## src/wvm_pkg.sv

```systemverilog
// Constants shared by the weighted video mixer: widths, delay word layout,
// rounding tables, saturation limits and register map.
// Assumes a single pixel clock domain and a plain register port.
package wvm_pkg;
   // Datapath widths
   localparam int PIX_W = 12;
   localparam int OUT_W = 13;
   localparam int DLY_W = 3;
   localparam int DLY_MAX = 7;
   localparam int WORD_W = 15;

   // Delay word field positions
   localparam int FLD_A_LSB = 0;
   localparam int FLD_B_LSB = 3;
   localparam int FLD_M_LSB = 6;
   localparam int FLD_FMT_LSB = 9;
   localparam int FLD_RND_LSB = 12;
   localparam logic [14:0] WORD_RESET = 15'h0000;

   // Mix factor: one integer bit, eleven fraction bits
   localparam logic [11:0] MIX_ONE = 12'h800;

   // Rounding selector codes
   localparam logic [1:0] RND_8 = 2'h0;
   localparam logic [1:0] RND_10 = 2'h1;
   localparam logic [1:0] RND_12 = 2'h2;
   localparam logic [1:0] RND_13 = 2'h3;

   // Rounding increments in half-LSB units
   localparam logic signed [17:0] INC_8 = 18'sh00020;
   localparam logic signed [17:0] INC_10 = 18'sh00008;
   localparam logic signed [17:0] INC_12 = 18'sh00002;
   localparam logic signed [17:0] INC_13 = 18'sh00001;

   // Masks keeping the significant output bits
   localparam logic [12:0] MASK_8 = 13'h1FE0;
   localparam logic [12:0] MASK_10 = 13'h1FF8;
   localparam logic [12:0] MASK_12 = 13'h1FFE;
   localparam logic [12:0] MASK_13 = 13'h1FFF;

   // Saturation limits of the output formats
   localparam logic signed [16:0] SIGNED_MAX = 17'sh00FFF;
   localparam logic signed [16:0] SIGNED_MIN = -17'sh01000;
   localparam logic signed [16:0] UNSIGNED_MAX = 17'sh01FFF;
   localparam logic signed [16:0] UNSIGNED_MIN = 17'sh00000;
   localparam logic [12:0] OUT_SMAX = 13'h0FFF;
   localparam logic [12:0] OUT_SMIN = 13'h1000;
   localparam logic [12:0] OUT_UMAX = 13'h1FFF;
   localparam logic [12:0] OUT_UMIN = 13'h0000;

   // Register map, byte addresses
   localparam logic [3:0] REG_STATUS = 4'h0;
   localparam logic [3:0] REG_DELAY = 4'h4;
   localparam logic [3:0] REG_SHIFT = 4'h8;
   localparam int STAT_OVF_BIT = 0;
endpackage : wvm_pkg

```

## src/wvm_mixer.sv

```systemverilog
// Weighted video mixer: pipelined weighted sum of two pixel streams with
// programmable per-input delay, rounding, saturation and a status port.
// Assumes all inputs arrive synchronous to sys_clk_i except the serial
// delay port and bypass, which are synchronised here.
// What this block does
// - Sample pixels, mix, format, round on clock
// - Two 12-bit pixel input buses
// - Mix factor unsigned, one integer bit
// - Mix factor MSB set forces exactly one
// - Mix enable low holds previous mix factor
// - Format select: one unsigned, zero signed
// - Format select travels with its pixels
// - Output is twice the weighted sum
// - Output format follows sampled input format
// - Detect overflow and saturate, never wrap
// - Round select picks 8/10/12/13 bits
// - Add half LSB, clear lower bits
// - Round select travels with its pixels
// - Output enable passed through to mixed_out_oe_n_o
// - Each input gets up to seven extra delays
// - Delay word in 15-bit serial shift register
// - Serial data enters first stage per strobe
// - Bypass forces delay word to zero
// - Six inherent pipeline stages to output
// - Five 3-bit delay fields, A lowest
`timescale 1ns/10ps

// Tapped delay line giving zero to seven extra cycles
module wvm_tap_delay #(
   parameter int W = 12
) (
   input wire logic sys_clk_i,
   input wire logic rst_i,
   input wire logic [W-1:0] data_i,
   input wire logic [2:0] sel_i,
   output logic [W-1:0] data_o
);
   logic [W-1:0] stage_q [wvm_pkg::DLY_MAX];

   // Shift chain, every cycle
   always_ff @(posedge sys_clk_i or posedge rst_i)
   begin
      if (rst_i)
      begin
         stage_q <= '{default: '0};
      end
      else
      begin
         stage_q[0] <= data_i;
         for (int i = 1; i < wvm_pkg::DLY_MAX; i++)
         begin
            stage_q[i] <= stage_q[i-1];
         end
      end
   end

   // Tap select, zero means straight through
   assign data_o = (sel_i == 3'h0) ? data_i : stage_q[sel_i - 3'h1];

   a_tap_one: assert property (@(posedge sys_clk_i) disable iff (rst_i)
      (sel_i == 3'h1 && !$past(rst_i)) |-> (data_o == $past(data_i)))
      else $error("one-cycle tap does not match previous input");
endmodule : wvm_tap_delay

module wvm_mixer (
   input wire logic sys_clk_i,
   input wire logic rst_i,
   input wire logic [11:0] pixel_in_a_i,
   input wire logic [11:0] pixel_in_b_i,
   input wire logic [11:0] mix_factor_i,
   input wire logic mix_sample_enable_i,
   input wire logic input_format_sel_i,
   input wire logic [1:0] round_sel_i,
   input wire logic delay_load_strobe_n_i,
   input wire logic delay_serial_data_i,
   input wire logic delay_bypass_i,
   input wire logic output_enable_n_i,
   output logic [12:0] mixed_out_o,
   output logic mixed_out_oe_n_o,
   input wire logic [3:0] reg_addr_i,
   input wire logic [31:0] reg_wdata_i,
   input wire logic reg_wr_i,
   input wire logic reg_rd_i,
   output logic [31:0] reg_rdata_o
);
   // Serial delay port synchronisers and shift register
   logic ld_meta_q, ld_sync_q, ld_prev_q;
   logic ser_meta_q, ser_sync_q;
   logic byp_meta_q, byp_sync_q;
   logic [14:0] shreg_q;
   logic [14:0] dly_word_q;
   logic ld_rise;

   // Stage 1 sample registers
   logic [11:0] a_s1_q, b_s1_q, m_s1_q;
   logic fmt_s1_q;
   logic [1:0] rnd_s1_q;

   // Delayed copies
   logic [11:0] a_dl, b_dl, m_dl;
   logic fmt_dl;
   logic [1:0] rnd_dl;

   // Stage 2..6
   logic [11:0] m_sat, m_cmp;
   logic signed [12:0] a_ext, b_ext;
   logic signed [12:0] a_s2_q, b_s2_q;
   logic [11:0] m_s2_q, mc_s2_q;
   logic fmt_s2_q, fmt_s3_q, fmt_s4_q, fmt_s5_q, fmt6_q;
   logic [1:0] rnd_s2_q, rnd_s3_q, rnd_s4_q, rnd_s5_q, rnd6_q;
   logic signed [25:0] pa_s3_q, pb_s3_q;
   logic signed [26:0] sum_s4_q;
   logic signed [17:0] half_w, round_inc, rsum;
   logic [12:0] mask_d, mask_s5_q;
   logic signed [16:0] r_s5_q;
   logic over_hi, over_lo, ovf;
   logic [12:0] hi_lim, lo_lim, out_d;
   logic [12:0] mixed_q;

   // Register port
   logic ovf_sticky_q;
   logic ovf_clr;
   logic [31:0] rd_sel;
   logic [31:0] rdata_q;
   logic [2:0] zrun_q;

   // Strobe, data and bypass brought into the pixel clock
   always_ff @(posedge sys_clk_i or posedge rst_i)
   begin
      if (rst_i)
      begin
         ld_meta_q <= 1'b1;
         ld_sync_q <= 1'b1;
         ld_prev_q <= 1'b1;
         ser_meta_q <= 1'b0;
         ser_sync_q <= 1'b0;
         byp_meta_q <= 1'b0;
         byp_sync_q <= 1'b0;
      end
      else
      begin
         ld_meta_q <= delay_load_strobe_n_i;
         ld_sync_q <= ld_meta_q;
         ld_prev_q <= ld_sync_q;
         ser_meta_q <= delay_serial_data_i;
         ser_sync_q <= ser_meta_q;
         byp_meta_q <= delay_bypass_i;
         byp_sync_q <= byp_meta_q;
      end
   end

   // Rising edge of the load strobe
   assign ld_rise = ld_sync_q & ~ld_prev_q;

   // Serial shift register, new bit enters at the top and walks down
   always_ff @(posedge sys_clk_i or posedge rst_i)
   begin
      if (rst_i)
      begin
         shreg_q <= wvm_pkg::WORD_RESET;
         dly_word_q <= wvm_pkg::WORD_RESET;
      end
      else
      begin
         if (ld_rise)
            shreg_q <= {ser_sync_q, shreg_q[14:1]};
         dly_word_q <= byp_sync_q ? wvm_pkg::WORD_RESET : shreg_q;
      end
   end

   // Stage 1: input sampling, mix factor held when not enabled
   always_ff @(posedge sys_clk_i or posedge rst_i)
   begin
      if (rst_i)
      begin
         a_s1_q <= 12'h000;
         b_s1_q <= 12'h000;
         m_s1_q <= 12'h000;
         fmt_s1_q <= 1'b0;
         rnd_s1_q <= 2'h0;
      end
      else
      begin
         a_s1_q <= pixel_in_a_i;
         b_s1_q <= pixel_in_b_i;
         fmt_s1_q <= input_format_sel_i;
         rnd_s1_q <= round_sel_i;
         if (mix_sample_enable_i)
            m_s1_q <= mix_factor_i;
      end
   end

   // Programmable extra delay for each input
   wvm_tap_delay #(.W(12)) u_dly_a (
      .sys_clk_i(sys_clk_i),
      .rst_i(rst_i),
      .data_i(a_s1_q),
      .sel_i(dly_word_q[wvm_pkg::FLD_A_LSB +: wvm_pkg::DLY_W]),
      .data_o(a_dl)
   );
   wvm_tap_delay #(.W(12)) u_dly_b (
      .sys_clk_i(sys_clk_i),
      .rst_i(rst_i),
      .data_i(b_s1_q),
      .sel_i(dly_word_q[wvm_pkg::FLD_B_LSB +: wvm_pkg::DLY_W]),
      .data_o(b_dl)
   );
   wvm_tap_delay #(.W(12)) u_dly_m (
      .sys_clk_i(sys_clk_i),
      .rst_i(rst_i),
      .data_i(m_s1_q),
      .sel_i(dly_word_q[wvm_pkg::FLD_M_LSB +: wvm_pkg::DLY_W]),
      .data_o(m_dl)
   );
   wvm_tap_delay #(.W(1)) u_dly_fmt (
      .sys_clk_i(sys_clk_i),
      .rst_i(rst_i),
      .data_i(fmt_s1_q),
      .sel_i(dly_word_q[wvm_pkg::FLD_FMT_LSB +: wvm_pkg::DLY_W]),
      .data_o(fmt_dl)
   );
   wvm_tap_delay #(.W(2)) u_dly_rnd (
      .sys_clk_i(sys_clk_i),
      .rst_i(rst_i),
      .data_i(rnd_s1_q),
      .sel_i(dly_word_q[wvm_pkg::FLD_RND_LSB +: wvm_pkg::DLY_W]),
      .data_o(rnd_dl)
   );

   // Mix factor clamp and complement, pixel extension by format
   assign m_sat = m_dl[11] ? wvm_pkg::MIX_ONE : m_dl;
   assign m_cmp = wvm_pkg::MIX_ONE - m_sat;
   assign a_ext = fmt_dl ? $signed({1'b0, a_dl}) : $signed({a_dl[11], a_dl});
   assign b_ext = fmt_dl ? $signed({1'b0, b_dl}) : $signed({b_dl[11], b_dl});

   // Rounding increment and mask from the travelling selector
   assign round_inc = (rnd_s4_q == wvm_pkg::RND_8) ? wvm_pkg::INC_8 :
                      (rnd_s4_q == wvm_pkg::RND_10) ? wvm_pkg::INC_10 :
                      (rnd_s4_q == wvm_pkg::RND_12) ? wvm_pkg::INC_12 :
                      wvm_pkg::INC_13;
   assign mask_d = (rnd_s4_q == wvm_pkg::RND_8) ? wvm_pkg::MASK_8 :
                   (rnd_s4_q == wvm_pkg::RND_10) ? wvm_pkg::MASK_10 :
                   (rnd_s4_q == wvm_pkg::RND_12) ? wvm_pkg::MASK_12 :
                   wvm_pkg::MASK_13;

   // Sum in half-LSB units: times two, drop eleven fraction bits, keep one
   assign half_w = sum_s4_q[26:9];
   assign rsum = half_w + round_inc;

   // Stages 2 to 5: extend, multiply, add, round
   always_ff @(posedge sys_clk_i or posedge rst_i)
   begin
      if (rst_i)
      begin
         a_s2_q <= 13'sh0000;
         b_s2_q <= 13'sh0000;
         m_s2_q <= 12'h000;
         mc_s2_q <= wvm_pkg::MIX_ONE;
         pa_s3_q <= 26'sh0000000;
         pb_s3_q <= 26'sh0000000;
         sum_s4_q <= 27'sh0000000;
         r_s5_q <= 17'sh00000;
         mask_s5_q <= wvm_pkg::MASK_13;
         {fmt_s2_q, fmt_s3_q, fmt_s4_q, fmt_s5_q} <= 4'h0;
         {rnd_s2_q, rnd_s3_q, rnd_s4_q, rnd_s5_q} <= 8'h00;
      end
      else
      begin
         a_s2_q <= a_ext;
         b_s2_q <= b_ext;
         m_s2_q <= m_sat;
         mc_s2_q <= m_cmp;
         pa_s3_q <= a_s2_q * $signed({1'b0, m_s2_q});
         pb_s3_q <= b_s2_q * $signed({1'b0, mc_s2_q});
         sum_s4_q <= pa_s3_q + pb_s3_q;
         r_s5_q <= rsum[17:1];
         mask_s5_q <= mask_d;
         {fmt_s2_q, fmt_s3_q, fmt_s4_q, fmt_s5_q} <= {fmt_dl, fmt_s2_q, fmt_s3_q, fmt_s4_q};
         {rnd_s2_q, rnd_s3_q, rnd_s4_q, rnd_s5_q} <=
            {rnd_dl, rnd_s2_q, rnd_s3_q, rnd_s4_q};
      end
   end

   // Overflow detection and clamp limits per output format
   assign over_hi = fmt_s5_q ? (r_s5_q > wvm_pkg::UNSIGNED_MAX)
                             : (r_s5_q > wvm_pkg::SIGNED_MAX);
   assign over_lo = fmt_s5_q ? (r_s5_q < wvm_pkg::UNSIGNED_MIN)
                             : (r_s5_q < wvm_pkg::SIGNED_MIN);
   assign ovf = over_hi | over_lo;
   assign hi_lim = (fmt_s5_q ? wvm_pkg::OUT_UMAX : wvm_pkg::OUT_SMAX) & mask_s5_q;
   assign lo_lim = fmt_s5_q ? wvm_pkg::OUT_UMIN : wvm_pkg::OUT_SMIN;
   assign out_d = over_hi ? hi_lim :
                  over_lo ? lo_lim :
                  (r_s5_q[12:0] & mask_s5_q);

   // Stage 6: output register and travelling selectors
   always_ff @(posedge sys_clk_i or posedge rst_i)
   begin
      if (rst_i)
      begin
         mixed_q <= 13'h0000;
         fmt6_q <= 1'b0;
         rnd6_q <= 2'h0;
      end
      else
      begin
         mixed_q <= out_d;
         fmt6_q <= fmt_s5_q;
         rnd6_q <= rnd_s5_q;
      end
   end

   assign mixed_out_o = mixed_q;
   // Enable passes straight through so it acts without the clock
   assign mixed_out_oe_n_o = output_enable_n_i;

   // Register port decode; sticky overflow set wins over clear
   assign ovf_clr = reg_wr_i && (reg_addr_i == wvm_pkg::REG_STATUS)
                    && reg_wdata_i[wvm_pkg::STAT_OVF_BIT];
   assign rd_sel = (reg_addr_i == wvm_pkg::REG_STATUS) ? {30'h00000000, byp_sync_q, ovf_sticky_q} :
                   (reg_addr_i == wvm_pkg::REG_DELAY) ? {17'h00000, dly_word_q} :
                   (reg_addr_i == wvm_pkg::REG_SHIFT) ? {17'h00000, shreg_q} :
                   32'h00000000;

   always_ff @(posedge sys_clk_i or posedge rst_i)
   begin
      if (rst_i)
      begin
         ovf_sticky_q <= 1'b0;
         rdata_q <= 32'h00000000;
      end
      else
      begin
         ovf_sticky_q <= ovf | (ovf_sticky_q & ~ovf_clr);
         rdata_q <= reg_rd_i ? rd_sel : 32'h00000000;
      end
   end

   assign reg_rdata_o = rdata_q;

   // Count of consecutive cycles with an all-zero delay word
   always_ff @(posedge sys_clk_i or posedge rst_i)
   begin
      if (rst_i)
         zrun_q <= 3'h0;
      else if (dly_word_q != wvm_pkg::WORD_RESET)
         zrun_q <= 3'h0;
      else if (zrun_q != 3'h7)
         zrun_q <= zrun_q + 3'h1;
   end

   a_mix_hold: assert property (@(posedge sys_clk_i) disable iff (rst_i)
      !mix_sample_enable_i |=> $stable(m_s1_q))
      else $error("mix factor changed while sampling disabled");

   a_mix_saturate: assert property (@(posedge sys_clk_i) disable iff (rst_i)
      (m_dl[11] && !rst_i) |=> (m_s2_q == 12'h800))
      else $error("mix factor above one not clamped");

   a_mix_complement: assert property (@(posedge sys_clk_i) disable iff (rst_i)
      ((m_s2_q + mc_s2_q) == 12'h800) && (m_s2_q <= 12'h800))
      else $error("mix factor and complement do not sum to one");

   a_bypass_zero: assert property (@(posedge sys_clk_i) disable iff (rst_i)
      byp_sync_q |=> (dly_word_q == 15'h0000))
      else $error("delay word not cleared under bypass");

   a_shift_step: assert property (@(posedge sys_clk_i) disable iff (rst_i)
      ld_rise |=> (shreg_q == {$past(ser_sync_q), $past(shreg_q[14:1])}))
      else $error("serial word did not advance one place");

   a_round_eight: assert property (@(posedge sys_clk_i) disable iff (rst_i)
      (rnd6_q == 2'h0) |-> (mixed_q[4:0] == 5'h00))
      else $error("low bits not cleared for eight-bit rounding");

   a_sat_signed: assert property (@(posedge sys_clk_i) disable iff (rst_i)
      (over_hi && !fmt_s5_q && rnd_s5_q == 2'h0) |=> (mixed_q == 13'h0FE0))
      else $error("signed positive overflow not clamped to maximum");

   a_fmt_track: assert property (@(posedge sys_clk_i) disable iff (rst_i)
      (zrun_q == 3'h7) |-> (fmt6_q == $past(fmt_s1_q, 5)))
      else $error("format selector lost step with its pixels");

   a_pass_b: assert property (@(posedge sys_clk_i) disable iff (rst_i)
      (m_s1_q == 12'h000 && rnd_s1_q == 2'h3 && fmt_s1_q)
      |-> ##5 ((zrun_q != 3'h7) || (mixed_q == {$past(b_s1_q, 5), 1'b0})))
      else $error("zero mix factor did not pass twice pixel B");

   a_sticky_set: assert property (@(posedge sys_clk_i) disable iff (rst_i)
      ovf |=> ovf_sticky_q)
      else $error("overflow event lost from status");
endmodule : wvm_mixer

```

## config.mk

```make
export PLATFORM = sky130hd
export DESIGN_NAME = wvm_mixer
export DESIGN_NICKNAME = d
export VERILOG_FILES = /design/src/wvm_pkg.sv /design/src/wvm_mixer.sv
export SDC_FILE = /design/constraint.sdc
export NUM_CORES = 2
export LEC_CHECK = 0
export BUFFER_PORTS_ARGS = -buffer_cell sky130_fd_sc_hd__buf_2
export CAP_MARGIN = 15
export CORE_AREA = 2 2 330 332
export DETAILED_ROUTE_END_ITERATION = 12
export DIE_AREA = 0 0 332 334
export MAX_ROUTING_LAYER = met4
export PLACE_DENSITY = 0.52
export RECOVER_POWER = 100
export SYNTH_ARGS = -nofsm -noshare
export SYNTH_HDL_FRONTEND = slang
export SYNTH_HIERARCHICAL = 1
export SYNTH_SLANG_ARGS = --single-unit
```

## constraint.sdc

```tcl
create_clock -name sys_clk_i -period 9.3 [get_ports sys_clk_i]
set_clock_uncertainty 0.05 [all_clocks]
set_input_delay 0.465 -clock sys_clk_i [delete_from_list [all_inputs] [get_ports sys_clk_i]]
set_output_delay 0.465 -clock sys_clk_i [all_outputs]
set_load 0.03 [all_outputs]
```

* Word-level counts from Yosys, hierarchy flattened
Index checks and enable logic that the tools add are counted.
** Storage, ports and cells
- Bits in registers :: 540
- Input bits :: 84
- Output and inout port bits :: 46
- Word-level logic and storage cells :: 153
** Cells by class
- Add/sub/neg operators :: 8
- Multipliers :: 2
- Order comparisons :: 9
- Equality and inequality tests :: 4
- Mux-type cells :: 40
- Bitwise logic cells :: 13
- Reductions and logical operators :: 9
** Operator list (number)
- two-way mux 12 bit :: 10
- binary-select mux 12 bit (select 3 bit) :: 3
- two-way mux 13 bit :: 6
- two-way mux 15 bit :: 5
- multiplier 13 x 13 -> 26 bit :: 2
- adder 26 x 26 -> 27 bit :: 1
- AND 13 bit :: 2
- greater-or-equal comparator 4 bit (second input constant) :: 5
- NOT 3 -> 4 bit :: 5
- adder 18 x 7 -> 18 bit :: 1
- > comparator 17 x 13 -> 1 bit (second input constant) :: 1
- > comparator 17 x 14 -> 1 bit (second input constant) :: 1
- less-than comparator 17 x 1 -> 1 bit (second input constant) :: 1
- less-than comparator 17 x 13 -> 1 bit (second input constant) :: 1
- logical NOT 3 bit :: 5
- subtractor 3 x 1 -> 3 bit (second input constant) :: 5
- subtractor 12 bit (first input constant) :: 1
- two-way mux 2 bit :: 4
- binary-select mux 2 bit (select 3 bit) :: 1
- two-way mux 1 bit :: 6
- two-way mux 6 bit :: 1
- two-way mux 5 bit :: 1
- equality test 4 x 3 -> 1 bit (second input constant) :: 1
- equality test 4 bit (second input constant) :: 1
- 11 further kinds :: 15

* Logic depth before layout (Yosys ltp)
- Word-level depth :: 8
- Gate-level depth with buffers :: 21
- Mapped depth without buffers :: 20

* Hierarchy
Netlist, hierarchy kept.
** By module, submodules not included
- wvm_mixer :: instances 1, cells each 2028, area each 21066.5 µm², sequential area each 6364.9 µm²
- wvm_tap_delay (u_dly_a ...) :: instances 3, cells each 177, area each 2977.9 µm², sequential area each 2102.0 µm²
- wvm_tap_delay (u_dly_rnd) :: instances 1, cells each 36, area each 546.8 µm², sequential area each 350.3 µm²
- wvm_tap_delay (u_dly_fmt) :: instances 1, cells each 22, area each 299.0 µm², sequential area each 175.2 µm²

* Least setup slack after synthesis
Ideal clock, no wire load.
- Path type :: register to register
- Start :: reg m_s2_q[1]
- End :: reg pa_s3_q[24]
- Library setup time :: 128 ps
- Arrival :: 5221 ps
- Data required time :: 9122 ps
- Slack :: 3902 ps
- Cell stages (with the launch flop) :: 20
- Buffers on the path :: 1
- Period minus slack after synthesis :: 5398 ps
- Cells stage by stage :: dfrtp_1 > clkbuf_1 > nand2_1 > fa_1 > fa_1 > inv_1 > fa_1 > fa_1 > inv_1 > fa_1 > inv_1 > ha_1 > a21o_1 > a21oi_1 > o21ai_0 > a31oi_1 > inv_1 > a2111oi_0 > o21bai_1 > xor2_1
** Between the ends
- Cells in the longest elaborated chain, start to end :: 1
** Ends and longest elaborated chain
- start, declared :: line wvm_mixer.sv:108 : logic [11:0] m_s2_q, mc_s2_q;
- start signal, assigned :: line wvm_mixer.sv:271 : m_s2_q <= m_sat;
- multiplier 13 x 13 -> 26 bit :: line wvm_mixer.sv:273 : pa_s3_q <= a_s2_q * $signed({1'b0, m_s2_q});
- end signal, assigned :: line wvm_mixer.sv:273
- end, declared :: line wvm_mixer.sv:111 : logic signed [25:0] pa_s3_q, pb_s3_q;
No other way between the ends.
A chain may end at the register's enable or synchronous reset.

==> summary.txt <==
Status
  • Outcome: complete, but fails checks
  • Failing checks: max-capacitance violations, max-slew violations

Critical path
  • Slowest CP cell: clkbuf_1
  • CP delay by family, top: adder cells
  • Worst-path fanout max: 26
  • Max incr delay on CP: 1.25 ns
  • WP data required: 9.75 ns
  • CP bufs+invs: 5
  • Crit start category: flip-flop
  • Setup CP Type: flip-flop to flip-flop
  • Arr. time, crit path: 7.53 ns
  • Sequence of cells on the critical path: clkbuf_1, nand2_1, fa_1, inv_1, fa_1, fa_1, inv_1, fa_1, inv_1, ha_1, a21o_1, a21oi_1, o21ai_0, a31oi_1, inv_1, a2111oi_0, o21bai_1, xor2_1
  • Crit end category: flip-flop

Synthesis
  • Flops & latches, synth: 527
  • Post-synthesis sequential area ratio: 42.8%
  • Yosys warnings: 6
  • Asr flop ratio synth: 100%
  • Mapped Cells: 2617
  • Ys flop type: dfrtp_1
  • Syn avg cell area: 11.8 sq um
  • Synth Cell Area: 30800 sq um
  • Post-synth EDFFs: 0
  • Distinct cell type count after synthesis: 71

Clocking
  • Htree depth: 2
  • CTS buffer count: 56
  • Clk_lat worst skew: 0.63 ns
  • Clk buf depth: 3
  • Clk slew on worst S/H paths: 0.06 ns
  • Hold_buf cts: 41
  • Clock sink count: 527
  • Root Driver: clkbuf_16
  • CTS tree: done
  • Setup Fix Bufs, Post-CTS: 0
  • Post-cts resize count: 0

Route
  • Vias: 17.9k
  • WL/cell: 15.1 um
  • Routed WL: 63000 um
  • Final ANT Viol Nets: 0
  • Pre-antenna DRT Iters: 5
  • Number of DRC markers in iteration 0: 931
  • Vias per cell: 4.28
  • DRC viols: 0

GRT
  • Vias in the first global route: 19.1k
  • Initial antenna violation count: 0
  • Overflow left after global routing: 0
  • First-pass GRT wire length: 105000 um
  • Largest net degree at the start of global routing: 157
  • Met3 GRT Util: 1.59%
  • Met1 usage: 16.6%
  • Global-route layer with the greatest usage: met2
  • Met2 Resource Use GR: 19.2%
  • GRT Overall Usage: 12.1%

Floorplanning
  • Die area: 111000 sq um
  • Die W: 332 um
  • Num rows: 121
  • Die H: 334 um
  • Io pins: 130
  • Initial Utilization: 28.6%
  • Core box area: 108000 sq um

STA
  • Endpoints failing setup: 0
  • FMAX: 141 MHz
  • Worst slew pin tran: 4.44 ns
  • RSZ-0062 raised after global routing: false
  • Setup TNS Final: 0 ns
  • Final Hold Vio Count: 0
  • Period utilization: 76.1%
  • Slew Viols, Final: 439
  • Clock period minus final worst setup slack: 7.08 ns
  • Slew headroom: -197%

Final layout
  • Antenna cells: 0
  • Layout net count: 3262
  • Layout cell share with drive strength beyond 1: 10.2%
  • Multi-input logic area: 15400 sq um
  • Fill cells: 11.0k
  • Register area: 13200 sq um
  • Area growth syn-to-layout: 13.3%

Placed design
  • Detailed placement HPWL: 45100 um
  • Number of buffers added on ports: 79
  • Gpl congestion: 0.773

Worst hold path
  • Hold crit path type: input pin to flip-flop

Flow run
  • Number of max-cap violations: 9
layout by cell type, fill, tap and decap left out, drive strengths merged, types with 6 or more instances in the layout:
cell         netlist  routed
dfrtp            520     520
inv              460     462
fa               297     297
nand2            219     219
and2             175     175
ha               161     161
clkbuf            70     128
nor2             100     100
xnor2             67      67
mux2              64      64
buf               47      60
nor2b             50      50
a21oi             46      46
o31ai             42      42
dlygate4sd3        0      41
a221oi            39      39
mux4              39      39
xor2              30      30
o21ai             26      26
a21o              23      23
conb               1      17
nand3             14      14
nand2b            13      13
a22oi             13      13
nor3              11      11
clkinv             0      11
a31oi             10      10
dfstp              7       7
o21a               6       6
o21bai             6       6
nand4              6       6
bufinv             0       6
metal layers:
metal | up-vias | wire (um) | share of wire, %
met4 | 0 | 1130 | 1.8
met5 | - | 0 | 0
met1 | 9159 | 30000 | 48
met2 | 232 | 29800 | 47
met3 | 79 | 1980 | 3.1
li1 | 8425 | - | -
sequential cells by signal, summed over array words and instances (netlist names), 3 cells and up:
name / flops
u_dly_fmt/stage_q: 7
r_s5_q: 17
u_dly_b/stage_q: 84
u_dly_m/stage_q: 84
u_dly_a/stage_q: 84
sum_s4_q: 18
reg_rdata_o: 15
mc_s2_q: 12
dly_word_q: 15
u_dly_rnd/stage_q: 14
a_s2_q: 13
b_s2_q: 13
pb_s3_q: 26
pa_s3_q: 26
mask_s5_q: 3
shreg_q: 15
mixed_out_o: 13
b_s1_q: 12
m_s1_q: 12
a_s1_q: 12
m_s2_q: 11
cell type report:
class	count	area share, %
timing repair buffer	146	2.64
clock inverter	23	0.977
inverter	460	4.95
clock buffer	83	4.70
sequential	527	37.8
multi-input combinational	1529	43.9
tap	1414	5.06
logic make-up (layout without fill, tap and decap cells):
kind of cell             Yosys count  after routing  share of synthesized area, %
AO/OA/AOI/OAI                    241            241                          5.78
XOR/XNOR                          97             97                          2.75
adder cells (fa/ha/maj)          458            458                          25.8
buffers and inverters            577            712                          7.64
flip-flops                       527            527                          42.8
multiplexers                     105            105                          5.42
other                              1             17                        0.0122
AND/OR/NAND/NOR                  611            611                          9.81
final timing paths:
path	startpoint	endpoint	slack, ns	cells after the start
worst max-delay path	mc_s2_q[0]	pa_s3_q[24]	2.22	18
worst min-delay path	reg_rd_i	reg_rdata_o[0]	0.06	2
worst max register to register	mc_s2_q[0]	pa_s3_q[24]	2.22	18
worst min register to register	rnd_s3_q[1]	rnd_s4_q[1]	0.30	0
max in group asynchronous	rst_i	u_dly_b/stage_q[3]	4.33	4
min in group asynchronous	rst_i	u_dly_fmt/stage_q[4]	0.65	3
synthesized netlist by cell type (24+ instances only):
| cell type | instances | area, sq um |
|---|---|---|
| and2_1 | 174 | 1090 |
| o21ai_0 | 24 | 120 |
| nor2_1 | 97 | 364 |
| inv_1 | 460 | 1730 |
| dfrtp_1 | 520 | 13000 |
| clkbuf_1 | 70 | 263 |
| a21oi_1 | 45 | 225 |
| mux2_2 | 60 | 676 |
| fa_1 | 297 | 5950 |
| nand2_1 | 219 | 822 |
| o31ai_1 | 39 | 293 |
| nor2b_1 | 50 | 313 |
| a221oi_1 | 33 | 289 |
| xor2_1 | 30 | 263 |
| xnor2_1 | 67 | 587 |
| ha_1 | 161 | 2010 |
| mux4_2 | 28 | 631 |
metrics by stage:
stage | hold WS, ns | cells | instance area, sq um | worst slack (ns) | utilization (%)
2_1_floorplan | 0.218 | 2633 | 30900 | 1.81 | -
3_5_place_dp | 0.285 | 4033 | 32700 | 3.14 | 30.3
6_report | 0.0607 | 4182 | 35000 | 2.22 | 32.4
4_1_cts | 0.0163 | 4180 | 35100 | 3.09 | 32.5
3_3_place_gp | 0.282 | 4033 | 32700 | 3.14 | 30.3
5_1_grt | 0.0335 | 4182 | 35000 | 1.76 | 32.4
Power is not shown: default switching activity piles up to over one toggle a cycle in this logic, so the estimate is an artifact.
